**src/include/pcc_regs.svh**
```systemverilog
`ifndef PCC_REGS_SVH
`define PCC_REGS_SVH

// Register byte offsets on the APB slave
`define PCC_OFS_CTRL 12'h000
`define PCC_OFS_BW 12'h004
`define PCC_OFS_RANGE 12'h008

// Bandwidth control field positions
`define PCC_BW_AUTO 7
`define PCC_BW_LOCK 6
`define PCC_BW_TRACK 5

// Reset values
`define PCC_CTRL_RST 8'h20
`define PCC_BW_RST 8'h00
`define PCC_RANGE_RST 8'h40

// Source edges waited on each side of a clock switch
`define PCC_SEL_EDGES 2'h3

`endif

```
**src/include/pcc_pkg.sv**
```systemverilog
package pcc_pkg;

   // Control register layout, bit 7 down to bit 0
   typedef struct packed {
      logic ie;
      logic flag;
      logic on;
      logic baseSel;
      logic [1:0] pre;
      logic [1:0] vpr;
   } pcc_ctrl_t;

   // Register selected by an address
   typedef enum logic [1:0] {
      PCC_REG_NONE = 2'h0,
      PCC_REG_CTRL = 2'h1,
      PCC_REG_BW = 2'h2,
      PCC_REG_RANGE = 2'h3
   } pcc_reg_t;

   // Clock selector transition states, Gray ordered
   typedef enum logic [1:0] {
      PCC_SEL_IDLE = 2'b00,
      PCC_SEL_OLD = 2'b01,
      PCC_SEL_NEW = 2'b11
   } pcc_sel_t;

endpackage

```
**src/hw/pcc_top.sv**
```systemverilog
`timescale 1ns/1ps
`include "pcc_regs.svh"

//Operation
// - Lock change requests interrupt when enabled
// - Manual mode: enable write ignored, reads 0
// - Lock toggle sets change flag in automatic mode only
// - Interrupt output equals flag and enable and automatic mode, registered
// - Manual mode: change flag reads 0
// - Control register read clears change flag
// - Reset: loop on, other control bits clear
// - Loop on bit enables loop and VCO
// - Loop cannot turn off while VCO selected
// - VCO select refused while loop off
// - Base clock is selected source halved
// - Output static three edges per source
// - Prescaler writes ignored while loop on
// - Prescaler field holds exponent directly
// - VCO range writes ignored while on
// - VCO range field holds exponent directly
// - Base clock twice bus rate, even duty
// - Reference clock buffers oscillator clock
// - Manual mode forces acquisition or tracking
// - Bandwidth mode bit: 1 auto, 0 manual
// - Zero linear range disables loop, deselects
module pcc_top
   import pcc_pkg::*;
(
   input wire logic clk_sys,
   input wire logic reset,
   input wire logic psel,
   input wire logic penable,
   input wire logic pwrite,
   input wire logic [11:0] paddr,
   input wire logic [31:0] pwdata,
   output logic [31:0] prdata,
   output logic pready,
   output logic pslverr,
   input wire logic oscillator_clock,
   input wire logic divided_vco_clock,
   input wire logic lockIndicator,
   input wire logic trackingActive,
   output logic base_clock_out,
   output logic loop_reference_clock,
   output logic loopEnable,
   output logic [1:0] prescaleExp,
   output logic [1:0] vcoRangeExp,
   output logic [7:0] vcoLinearRange,
   output logic bandwidthAuto,
   output logic trackForce,
   output logic lock_irq_request
);

   pcc_ctrl_t ctrl_q;
   logic autoMode_q;
   logic trackManual_q;
   logic [7:0] range_q;
   logic [31:0] prdata_q;
   logic pready_q;
   logic pslverr_q;
   logic [2:0] oscSync_q;
   logic [2:0] pclkSync_q;
   logic [1:0] lockSync_q;
   logic [1:0] trackSync_q;
   logic lockPrev_q;
   logic refClk_q;
   logic baseOut_q;
   logic activeSel_q;
   pcc_sel_t selState_q;
   logic [1:0] edgeCnt_q;
   logic loopEn_q;
   logic irq_q;
   logic access;
   logic wrCtrl;
   logic wrBw;
   logic wrRange;
   logic rdCtrlDone;
   logic lockToggle;
   logic oscRise;
   logic pclkRise;
   logic oldRise;
   logic newRise;
   pcc_reg_t setupSel;
   pcc_reg_t accessSel;

   // Map a bus address onto a register
   function automatic pcc_reg_t regSel(input logic [11:0] addr);
      case (addr)
         `PCC_OFS_CTRL: regSel = PCC_REG_CTRL;
         `PCC_OFS_BW: regSel = PCC_REG_BW;
         `PCC_OFS_RANGE: regSel = PCC_REG_RANGE;
         default: regSel = PCC_REG_NONE;
      endcase
   endfunction

   // Bus decode and strobes
   assign setupSel = regSel(paddr);
   assign accessSel = setupSel;
   assign access = psel & penable & pready_q;
   assign wrCtrl = access & pwrite & (accessSel == PCC_REG_CTRL);
   assign wrBw = access & pwrite & (accessSel == PCC_REG_BW);
   assign wrRange = access & pwrite & (accessSel == PCC_REG_RANGE);
   // Clear only a flag that the read has shown
   assign rdCtrlDone = access & ~pwrite & (accessSel == PCC_REG_CTRL)
      & prdata_q[6];

   // No wait states: data prepared in the setup cycle
   always_ff @(posedge clk_sys or posedge reset) begin
      if (reset) begin
         pready_q <= 1'b0;
         pslverr_q <= 1'b0;
      end else begin
         pready_q <= psel & ~penable;
         pslverr_q <= psel & ~penable & (setupSel == PCC_REG_NONE);
      end
   end

   // Read data, with mode dependent masking
   always_ff @(posedge clk_sys or posedge reset) begin
      if (reset) begin
         prdata_q <= 32'h0;
      end else if (psel & ~penable & ~pwrite) begin
         case (setupSel)
            PCC_REG_CTRL: begin
               prdata_q <= {24'h0, ctrl_q.ie & autoMode_q,
                  ctrl_q.flag & autoMode_q,
                  ctrl_q.on, ctrl_q.baseSel, ctrl_q.pre, ctrl_q.vpr};
            end
            PCC_REG_BW: begin
               prdata_q <= {24'h0, autoMode_q,
                  lockSync_q[1] & autoMode_q,
                  autoMode_q ? trackSync_q[1] : trackManual_q,
                  5'h0};
            end
            PCC_REG_RANGE: begin
               prdata_q <= {24'h0, range_q};
            end
            default: begin
               prdata_q <= 32'h0;
            end
         endcase
      end
   end

   // Pin synchronisers; stage 0 feeds stage 1 only
   always_ff @(posedge clk_sys or posedge reset) begin
      if (reset) begin
         oscSync_q <= 3'h0;
         pclkSync_q <= 3'h0;
         lockSync_q <= 2'h0;
         trackSync_q <= 2'h0;
      end else begin
         oscSync_q <= {oscSync_q[1:0], oscillator_clock};
         pclkSync_q <= {pclkSync_q[1:0], divided_vco_clock};
         lockSync_q <= {lockSync_q[0], lockIndicator};
         trackSync_q <= {trackSync_q[0], trackingActive};
      end
   end

   // Source rising edges as one-cycle enables
   assign oscRise = oscSync_q[1] & ~oscSync_q[2];
   assign pclkRise = pclkSync_q[1] & ~pclkSync_q[2];
   assign oldRise = activeSel_q ? pclkRise : oscRise;
   assign newRise = activeSel_q ? oscRise : pclkRise;

   // Lock edge detector, live only in automatic mode
   always_ff @(posedge clk_sys or posedge reset) begin
      if (reset) begin
         lockPrev_q <= 1'b0;
      end else begin
         lockPrev_q <= lockSync_q[1];
      end
   end
   assign lockToggle = autoMode_q & (lockSync_q[1] ^ lockPrev_q);

   // Control register with its write protections
   always_ff @(posedge clk_sys or posedge reset) begin
      if (reset) begin
         ctrl_q <= pcc_ctrl_t'(`PCC_CTRL_RST);
      end else begin
         if (wrCtrl) begin
            if (autoMode_q) begin
               ctrl_q.ie <= pwdata[7];
            end
            // Old select bit guards the off request
            ctrl_q.on <= pwdata[5] | ctrl_q.baseSel;
            ctrl_q.baseSel <= pwdata[4] & ctrl_q.on;
            if (!ctrl_q.on) begin
               ctrl_q.pre <= pwdata[3:2];
               ctrl_q.vpr <= pwdata[1:0];
            end
         end
         if (range_q == 8'h0) begin
            ctrl_q.baseSel <= 1'b0;
         end
         // Set wins over the clearing read
         if (lockToggle) begin
            ctrl_q.flag <= 1'b1;
         end else if (rdCtrlDone) begin
            ctrl_q.flag <= 1'b0;
         end
      end
   end

   // Bandwidth mode and manual acquisition choice
   always_ff @(posedge clk_sys or posedge reset) begin
      if (reset) begin
         autoMode_q <= 1'(`PCC_BW_RST >> `PCC_BW_AUTO);
         trackManual_q <= 1'(`PCC_BW_RST >> `PCC_BW_TRACK);
      end else if (wrBw) begin
         autoMode_q <= pwdata[`PCC_BW_AUTO];
         if (!autoMode_q) begin
            trackManual_q <= pwdata[`PCC_BW_TRACK];
         end
      end
   end

   // Linear range, writable only with loop off
   always_ff @(posedge clk_sys or posedge reset) begin
      if (reset) begin
         range_q <= `PCC_RANGE_RST;
      end else if (wrRange && !ctrl_q.on) begin
         range_q <= pwdata[7:0];
      end
   end

   // Loop enable and interrupt request
   always_ff @(posedge clk_sys or posedge reset) begin
      if (reset) begin
         loopEn_q <= 1'b0;
         irq_q <= 1'b0;
      end else begin
         loopEn_q <= ctrl_q.on & (range_q != 8'h0);
         irq_q <= ctrl_q.flag & ctrl_q.ie & autoMode_q;
      end
   end

   // Reference clock is the resampled oscillator
   always_ff @(posedge clk_sys or posedge reset) begin
      if (reset) begin
         refClk_q <= 1'b0;
      end else begin
         refClk_q <= oscSync_q[1];
      end
   end

   // Glitch-free selector: wait old edges, then new
   always_ff @(posedge clk_sys or posedge reset) begin
      if (reset) begin
         selState_q <= PCC_SEL_IDLE;
         edgeCnt_q <= 2'h0;
         activeSel_q <= 1'b0;
      end else begin
         case (selState_q)
            PCC_SEL_IDLE: begin
               if (ctrl_q.baseSel != activeSel_q) begin
                  selState_q <= PCC_SEL_OLD;
                  edgeCnt_q <= 2'h0;
               end
            end
            PCC_SEL_OLD: begin
               if (oldRise) begin
                  if (edgeCnt_q == `PCC_SEL_EDGES - 2'h1) begin
                     selState_q <= PCC_SEL_NEW;
                     edgeCnt_q <= 2'h0;
                  end else begin
                     edgeCnt_q <= edgeCnt_q + 2'h1;
                  end
               end
            end
            PCC_SEL_NEW: begin
               if (newRise) begin
                  if (edgeCnt_q == `PCC_SEL_EDGES - 2'h1) begin
                     selState_q <= PCC_SEL_IDLE;
                     edgeCnt_q <= 2'h0;
                     activeSel_q <= ~activeSel_q;
                  end else begin
                     edgeCnt_q <= edgeCnt_q + 2'h1;
                  end
               end
            end
            default: begin
               selState_q <= PCC_SEL_IDLE;
               edgeCnt_q <= 2'h0;
            end
         endcase
      end
   end

   // Divide by two of the active source, held in stasis
   always_ff @(posedge clk_sys or posedge reset) begin
      if (reset) begin
         baseOut_q <= 1'b0;
      end else if (selState_q == PCC_SEL_IDLE && oldRise) begin
         baseOut_q <= ~baseOut_q;
      end
   end

   // Outputs, each from a register
   assign prdata = prdata_q;
   assign pready = pready_q;
   assign pslverr = pslverr_q;
   assign base_clock_out = baseOut_q;
   assign loop_reference_clock = refClk_q;
   assign loopEnable = loopEn_q;
   assign prescaleExp = ctrl_q.pre;
   assign vcoRangeExp = ctrl_q.vpr;
   assign vcoLinearRange = range_q;
   assign bandwidthAuto = autoMode_q;
   assign trackForce = trackManual_q;
   assign lock_irq_request = irq_q;

   // Checks beside the logic they guard
   a_irq_gate: assert property (@(posedge clk_sys)
      disable iff (reset) lock_irq_request |-> $past(ctrl_q.flag)
         && $past(ctrl_q.ie) && $past(autoMode_q))
      else $error("irq without flag and enable");

   a_irq_raise: assert property (@(posedge clk_sys)
      disable iff (reset) lockToggle && ctrl_q.ie ##1 ctrl_q.ie
         && autoMode_q |=> lock_irq_request)
      else $error("lock change gave no irq");

   a_flag_set: assert property (@(posedge clk_sys)
      disable iff (reset) lockToggle |=> ctrl_q.flag)
      else $error("lock toggle lost");

   a_flag_clear: assert property (@(posedge clk_sys)
      disable iff (reset) rdCtrlDone && !lockToggle |=> !ctrl_q.flag)
      else $error("read did not clear flag");

   a_ie_ignore: assert property (@(posedge clk_sys)
      disable iff (reset) wrCtrl && !autoMode_q |=> $stable(ctrl_q.ie))
      else $error("enable written in manual mode");

   a_on_hold: assert property (@(posedge clk_sys)
      disable iff (reset) wrCtrl && ctrl_q.baseSel |=> ctrl_q.on)
      else $error("loop turned off while selected");

   a_sel_refuse: assert property (@(posedge clk_sys)
      disable iff (reset) wrCtrl && !ctrl_q.on |=> !ctrl_q.baseSel)
      else $error("select set with loop off");

   a_pre_lock: assert property (@(posedge clk_sys)
      disable iff (reset) wrCtrl && ctrl_q.on |=> $stable(ctrl_q.pre))
      else $error("prescaler written while on");

   a_vpr_lock: assert property (@(posedge clk_sys)
      disable iff (reset) wrCtrl && ctrl_q.on |=> $stable(ctrl_q.vpr))
      else $error("range exponent written while on");

   a_base_stasis: assert property (@(posedge clk_sys)
      disable iff (reset)
      selState_q != PCC_SEL_IDLE |=> $stable(base_clock_out))
      else $error("base clock moved during switch");

   a_zero_range: assert property (@(posedge clk_sys)
      disable iff (reset)
      range_q == 8'h0 |=> !ctrl_q.baseSel && !loopEnable)
      else $error("zero range left loop selected");

   a_loop_on: assert property (@(posedge clk_sys)
      disable iff (reset)
      $rose(ctrl_q.on) && range_q != 8'h0 |=> loopEnable)
      else $error("loop enable did not follow");

endmodule

```
**config.mk**
```make
export PLATFORM = sky130hd
export DESIGN_NAME = pcc_top
export DESIGN_NICKNAME = d
export VERILOG_FILES = /design/src/include/pcc_pkg.sv /design/src/hw/pcc_top.sv
export VERILOG_INCLUDE_DIRS = /design/src /design/src/include
export SDC_FILE = /design/constraint.sdc
export NUM_CORES = 1
export LEC_CHECK = 0
export BUFFER_PORTS_ARGS = -buffer_cell sky130_fd_sc_hd__buf_2
export CAP_MARGIN = 40
export CORE_ASPECT_RATIO = 2
export CORE_UTILIZATION = 42
export DETAILED_ROUTE_END_ITERATION = 10
export HOLD_SLACK_MARGIN = 0.1
export PLACE_DENSITY = 0.73
export SKIP_CTS_REPAIR_TIMING = 1
export SYNTH_ARGS = -nofsm -noshare
export SYNTH_HDL_FRONTEND = slang
export SYNTH_SLANG_ARGS = --single-unit
```
**constraint.sdc**
```tcl
create_clock -name clk_sys -period 2.3 [get_ports clk_sys]
set_clock_uncertainty 0.2 [all_clocks]
set_input_delay 0.23 -clock clk_sys [delete_from_list [all_inputs] [get_ports clk_sys]]
set_output_delay 0.23 -clock clk_sys [all_outputs]
set_load 0.03 [all_outputs]
```
**Word-level counts from Yosys, hierarchy flattened**

Cells that the tools add are included.
Widths: inputs -> output; s select.

- Bitwise logic cells: 32
- Reduce and logical (&&, ||, !) cells: 16
- Multiplexer cells: 21
- Eq/ne operators: 14
- Add/subtract/negate cells: 1

Operators by type and width:

| cell | count |
|---|---|
| $pmux 8 s3 | 1 |
| $and 1x1->1 | 22 |
| $mux 2 | 9 |
| $pmux 2 s3 | 3 |
| $eq 12x3->1 const B | 1 |
| $eq 12x4->1 const B | 1 |
| $logic_not 12->1 | 1 |
| $ne 2x2->1 const B | 5 |
| $eq 2x2->1 const B | 4 |
| $logic_not 8->1 | 1 |
| $not 1->1 | 8 |
| $reduce_bool 8->1 | 1 |
| $mux 1 | 6 |
| $reduce_and 2->1 | 3 |
| $reduce_and 3->1 | 2 |
| $mux 5 | 1 |
| $reduce_and 5->1 | 1 |
| $eq 2x1->1 const B | 2 |
| $logic_not 2->1 | 2 |
| $mux 4 | 1 |
| $reduce_bool 2->1 | 2 |
| $add 2x1->2 const B | 1 |
| $logic_and 1x1->1 | 2 |
| $logic_not 1->1 | 1 |
| 3 further kinds | 3 |

- Bits in registers: 72
- Output and inout bits: 52
- Input bits: 53

**Logic depth before layout (Yosys ltp)**

Gate-level depths: netlist of the first run.

- Word-level depth: 7
- Gate-level depth with buffers: 5

**Worst setup path before layout of the first run**

OpenSTA, ideal clock, no wires.

- Path kind: flip-flop to flip-flop
- Start point: register pready_q, in the netlist pready
- End point: register range_q[2], in the netlist vcoLinearRange[2]
- Clock period less this slack: 1976 ps
- Setup slack: 324 ps
- Required time: 1975 ps
- Arrival time: 1652 ps
- Setup time: 125 ps
- Buffers on the path: 0
- Stages on the path, launching flop included: 5
- Path through: dfrtp_1 and3_1 nand2_1 nor4b_4 mux2_2

- Longest elaborated chain between the ends: 4

RTL lines:

| item | RTL line | text |
|---|---|---|
| from (decl) | pcc_top.sv:59 | `logic pready_q;` |
| from (signal assigned) | pcc_top.sv:113 | `pready_q <= psel & ~penable;` |
| $and 1x1->1 | pcc_top.sv:99 | `assign access = psel & penable & pready_q;` |
| $and 1x1->1 (2 in series) | pcc_top.sv:102 | `assign wrRange = access & pwrite & (accessSel == PCC_REG_RANGE);` |
| $logic_and 1x1->1 | pcc_top.sv:222 | `end else if (wrRange && !ctrl_q.on) begin` |
| to (signal assigned) | pcc_top.sv:221 | `` range_q <= `PCC_RANGE_RST; `` |
| to (signal assigned) | pcc_top.sv:223 | `range_q <= pwdata[7:0];` |
| to (decl) | pcc_top.sv:57 | `logic [7:0] range_q;` |

No other way between the ends.
A chain may end at the register's enable or synchronous reset.

**Final worst setup path of the first run**

- Start point: input penable
- End point: register range_q[2], in the netlist vcoLinearRange[2]

- Longest elaborated chain between the ends: 5

RTL lines:

| item | RTL line | text |
|---|---|---|
| from (decl) | pcc_top.sv:32 | `input wire logic penable,` |
| $and 1x1->1 (2 in series) | pcc_top.sv:99 |  |
| $and 1x1->1 (2 in series) | pcc_top.sv:102 |  |
| $logic_and 1x1->1 | pcc_top.sv:222 |  |

No other way between the ends.

==> results.ini, run 1 <==
[status]
status = complete, no violations

[die]
initial_core_util = 0.439
dieArea_mm2 = 0.00568
ios = 105
dieHeight_um = 106
die-width_um = 53.8
num_rows = 37
core_area_mm2 = 0.00514

[min_path]
hold_class = input pin to flop
min_to = prdata[6]
holdCritStartpoint = paddr[3]
holdPathStages = 3

[cts]
numCtsBuffers = 5
clock_latency_ns = 0.30
clk_pin_slew_ns = 0.08
htreeDepth = 2
cts_tree = built
root_buffer = clkbuf_8
cts.path.max_buffers = 2
cts_sinks = 47

[grt]
track_usage = 0.176
met2_usage = 0.293
antenna_found_initial = 0
grt_util_met1 = 0.204
grt_max_degree = 48
grt_pass1_vias = 1524
grtUsageMet3 = 0.0447
grt_overflow = 0
grt_pass1_wl_um = 7270
globalRoute.busiestLayer = met2

[cells_and_area]
syn_to_final_growth_pct = 21.8
nNetsFinal = 323
layout-drive-gt1-share = 0.343
layout_commonest_cell = buf_2
n_antenna_cell = 0
seq_area_mm2 = 0.00118
multi_input_area_um2 = 910
final_cell_mix = buf_2 (56), dfrtp_1 (45), conb_1 (24)
fillCellCount = 474
fin_util = 0.534
fin_cells = 329

[routing]
vias_per_cell = 4.94
vias = 1624
dr.pass1.iters = 4
wl_per_cell_um = 13.5
routed_wl_um = 4450
drtIter0Drc = 10
drc_errors = 0
ant_nets = 0

[timing]
slew-limit-headroom = 0.613
setup_tns_ns = 0
min_period_ns = 2.07
setup_violations = 0
final_hold_viol_count = 0
slew_violations = 0
setup_ws_ns = 0.233
rsz0062_at_grt = false
timing.final.crit_share = 0.899
worst_slew_pin_slew_ns = 0.580
fmax_mhz = 484

[place]
dp_slack_ns = 0.235
dp_cells = 306
portBuffers = 56
gp_congestion = 0.746
hpwl_um = 3420

[synthesis]
ys_ff_latch = 47
synth.avg_cell_area_um2 = 11.3
synth_edf_count = 0
syn_area_mm2 = 0.00225
synth_top_area_frac = 0.499
synth-compound-area-share = 0.0788
synth_largest_area_cell = dfrtp_1
syn_inst = 199
synth_mux_area_frac = 0.0977
yosys-top-cells-area = dfrtp_1 (50%), buf_4 (9.3%), mux2_2 (6.5%), nand2_1 (3.0%), o21ai_0 (2.4%)
yosys.area_share.simple = 0.168
synth_adder_area_share = 0
yosys_warnings = 0
ys_seq_area_frac = 0.523
synth_flop_cell = dfrtp_1
ys_async_sr_fraction = 1.00
synth_top_family_by_area = simple AND/OR/NAND/NOR gates
synth_xor_area_frac = 0.0194
synth.distinct_cells = 42

[critical_path]
crit_path_end_kind = flop
reg2reg_slack_ns = 0.44
r2r_cells = 5
worstSetupStartpoint = penable
arrival_ns = 2.05
reg2reg_from = pready
crit_fanout = 8
path_class = input pin to flop
startpoint_type = input pin
r2r_end = vcoLinearRange[2]
crit_required_ns = 2.28

[pwr]
finalPower_mw = 1.57
total_leakage_power_nw = 1.35
ir_drop_mv = 0.412
power_density_mw_per_mm2 = 572

[run]
maxCapViolCount = 0

## cells in the mapped netlist, types with 2 or more instances
master    instances
nand2_1          18
nor4_4            2
nor3b_1           2
a22oi_1           5
nand4b_1          2
nor2b_1           6
inv_1             3
dfstp_2           2
clkbuf_1          7
o21ai_0          11
a21oi_1           6
mux2_1            3
nor2_1            6
mux2_2           13
dfrtp_1          45
nor3_1            3
a21boi_0          2
nor4_1            4
buf_4            28
mux2i_1           4
and3_1            2
and4_1            2
xor2_1            4
## logic make-up after synthesis
kind of cell / Yosys count
mux: 20
flops: 47
other cells: 1
simple gates: 58
compound gates: 29
xor+xnor: 5
buf+inv: 39
## cell type report
type | count | area share
multi-input cells | 136 | 0.331
inverters | 3 | 0.00410
clock inverters | 2 | 0.00592
well taps | 58 | 0.0264
clock buffers | 6 | 0.0301
flip-flops and latches | 47 | 0.429
repair buffers | 77 | 0.173
## sequential cells by signal, summed over array words and instances (netlist names), 2 cells and up
name and count:
trackSync_q 2, edgeCnt_q 2, prescaleExp 2, oscSync_q 3, vcoRangeExp 2, ctrl_q 4
selState_q 2, prdata 8, lockSync_q 2, vcoLinearRange 8, pclkSync_q 3
## worst max-delay path: stages
cell	delay, ns
dlygate4sd3_1	0.52
buf_2	0.12
and3_1	0.19
nand2_1	0.13
nor4b_4	0.29
buf_4	0.22
mux2_2	0.35
## routing by layer
metal,vias up,wire length (um)
met5,-,0
met4,0,94
met3,8,167
met2,47,2570
met1,783,1620
li1,786,-
## through the flow
step,cell area (um^2),hold WS [ns]
6_report,2750,0.0929
5_1_grt,2750,0.103
4_1_cts,2600,-0.178
3_5_place_dp,2500,0.137
3_3_place_gp,2500,0.133
2_1_floorplan,2340,0.0614
## report_power, final
group	leakage, nW	switching, mW	internal (mW)
combinational	0.691	0.135	0.0608
sequential	0.614	0.0115	0.846
clock	0.0474	0.270	0.245
total	1.35	0.417	1.15
## how the worst max path moves through the flow
stage | to | slack (ns) | cells past startpoint
floorplan | vcoLinearRange[2] | 0.32 | 4
global placement | vcoLinearRange[2] | 0.30 | 6
detailed placement | vcoLinearRange[3] | 0.24 | 6
CTS | vcoLinearRange[3] | 0.44 | 5
global route | vcoLinearRange[2] | 0.15 | 7
finish | vcoLinearRange[2] | 0.23 | 7
Note: power is estimated with default switching activity, not from simulation.
==> run 2, diff against run 1 <==
Settings changed: BUFFER_PORTS_ARGS -buffer_cell sky130_fd_sc_hd__buf_2 to not set, CAP_MARGIN 40 to 20, DONT_BUFFER_PORTS set to 1, PLACE_DENSITY 0.73 to not set.
==> run 2 against run 1 <==
  * Sequential cell count unchanged
  * Worst setup slack got worse by 0.016 ns
  * Design area decreased by 8.0%
  * First-iteration DRC count increased by 100%
  * Die area unchanged
  * Via count decreased by 9.5%
  * Global-route usage decreased by 1.0 points
  * Sequential power increased by 2.7%
  * Routed wire length decreased by 0.76%
  * Core utilization decreased by 4.3 points
  * Worst hold slack got worse by 0.046 ns
  * Clock power increased by 15%
  * Critical endpoint is now vcoLinearRange[4]
==> results.ini, run 2 (synthesis results as in run 1) <==
[status]
status = complete, no violations

[timing]
setup_violations = 0
min_period_ns = 2.08
slew_violations = 0
fmax_mhz = 480
slew-limit-headroom = 0.652
timing.final.crit_share = 0.906
rsz0062_at_grt = false
worst_slew_pin_slew_ns = 0.522
final_hold_viol_count = 0
setup_tns_ns = 0

[grt]
grt_max_degree = 22
antenna_found_initial = 0
grt_pass1_wl_um = 6810
grt_overflow = 0
grt_pass1_vias = 1384
track_usage = 0.166

[pwr]
power_density_mw_per_mm2 = 639
ir_drop_mv = 0.595
total_leakage_power_nw = 1.12

[routing]
ant_nets = 0
wl_per_cell_um = 15.9
routed_wl_um = 4420
dr.pass1.iters = 4
vias_per_cell = 5.29
drc_errors = 0
drtIter0Drc = 20
vias = 1470

[critical_path]
slowest_delay_ns = 0.57
crit_chain = dlygate4sd3_1 > nor4_4 > nand3_2 > nor4b_4 > buf_4 > mux2_2
reg2reg_from = oscSync_q[2]
crit_path_end_kind = flop
worstSetupStartpoint = paddr[0]
crit_fanout = 8
startpoint_type = input pin
arrival_ns = 2.06
crit_slowest_cell = dlygate4sd3_1
crit_required_ns = 2.28
path_class = input pin to flop

[place]
hpwl_um = 3390
portBuffers = 0
gp_congestion = 0.752

[run]
maxCapViolCount = 0

[cts]
clk_pin_slew_ns = 0.08
cts.path.max_buffers = 2
cts_sinks = 47
cts_tree = built
numCtsBuffers = 5
clock_latency_ns = 0.29
htreeDepth = 2
root_buffer = clkbuf_8

[die]
initial_core_util = 0.439
ios = 105
dieHeight_um = 106
die-width_um = 53.8
num_rows = 37
dieArea_mm2 = 0.00568
core_area_mm2 = 0.00514

[cells_and_area]
layout_commonest_cell = dfrtp_1
fin_util = 0.492
nNetsFinal = 272
final_cell_mix = dfrtp_1 (45), conb_1 (24), dlygate4sd3_1 (19)
n_antenna_cell = 0
syn_to_final_growth_pct = 12.1
layout-drive-gt1-share = 0.173

[min_path]
holdCritStartpoint = pwdata[4]
hold_class = input pin to flop

run 2: cell types whose count changed in the layout (fill, tap and decap cells not counted), sizes merged:
cell,change
buf,-55
dlygate4sd3,+4
bufinv,+1
clkbuf,-1
clkinv,+1
clkinvlp,-1
run 2: layout make-up:
class | instances | area (um^2)
multi-input cells | 136 | 910
fillers | 490 | 2610
well taps | 58 | 72.6
clock inverters | 3 | 43.8
flip-flops and latches | 47 | 1180
clock buffers | 5 | 68.8
repair buffers | 26 | 243
inverters | 3 | 11.3
run 2: power breakdown:
part | switching, mW | internal [mW]
clock | 0.272 | 0.324
sequential | 0.0352 | 0.846
combinational | 0.0959 | 0.0434
run 2: worst paths after layout:
kind / to / slack [ns] / cells after the start
max: vcoLinearRange[4] / 0.22 / 6
min: ctrl_q[4] / 0.05 / 3
max reg2reg: edgeCnt_q[0] / 0.42 / 4
min reg2reg: pclkSync_q[1] / 0.16 / 0
max in group asynchronous: bandwidthAuto / 1.11 / 3
min in group asynchronous: oscSync_q[2] / 0.19 / 2
run 2: stage by stage:
| step | setup slack, ns | cell area, um^2 | std cells | total power [mW] | hold WS, ns |
|---|---|---|---|---|---|
| after floorplan | 0.324 | 2340 | 222 | 1.02 | 0.0614 |
| after global placement | 0.361 | 2220 | 251 | 1.01 | -0.0688 |
| after detailed placement | 0.355 | 2220 | 251 | 1.01 | -0.0669 |
| after CTS | 0.381 | 2340 | 259 | 1.61 | -0.388 |
| after global routing | 0.109 | 2530 | 278 | 1.69 | 0.101 |
| final | 0.217 | 2530 | 278 | 1.62 | 0.0470 |
run 2: critical path: cells and delay by family:
| kind | cells | cell delay (ns) |
|---|---|---|
| buf+inv | 2 | 0.78 |
| simple gates | 3 | 0.72 |
| mux | 1 | 0.34 |
run 2: layer usage:
layer  GRT usage  share of wire
met1       0.179           0.34
met2       0.289           0.57
met3      0.0375          0.055
met4      0.0733          0.031
met5           0              0
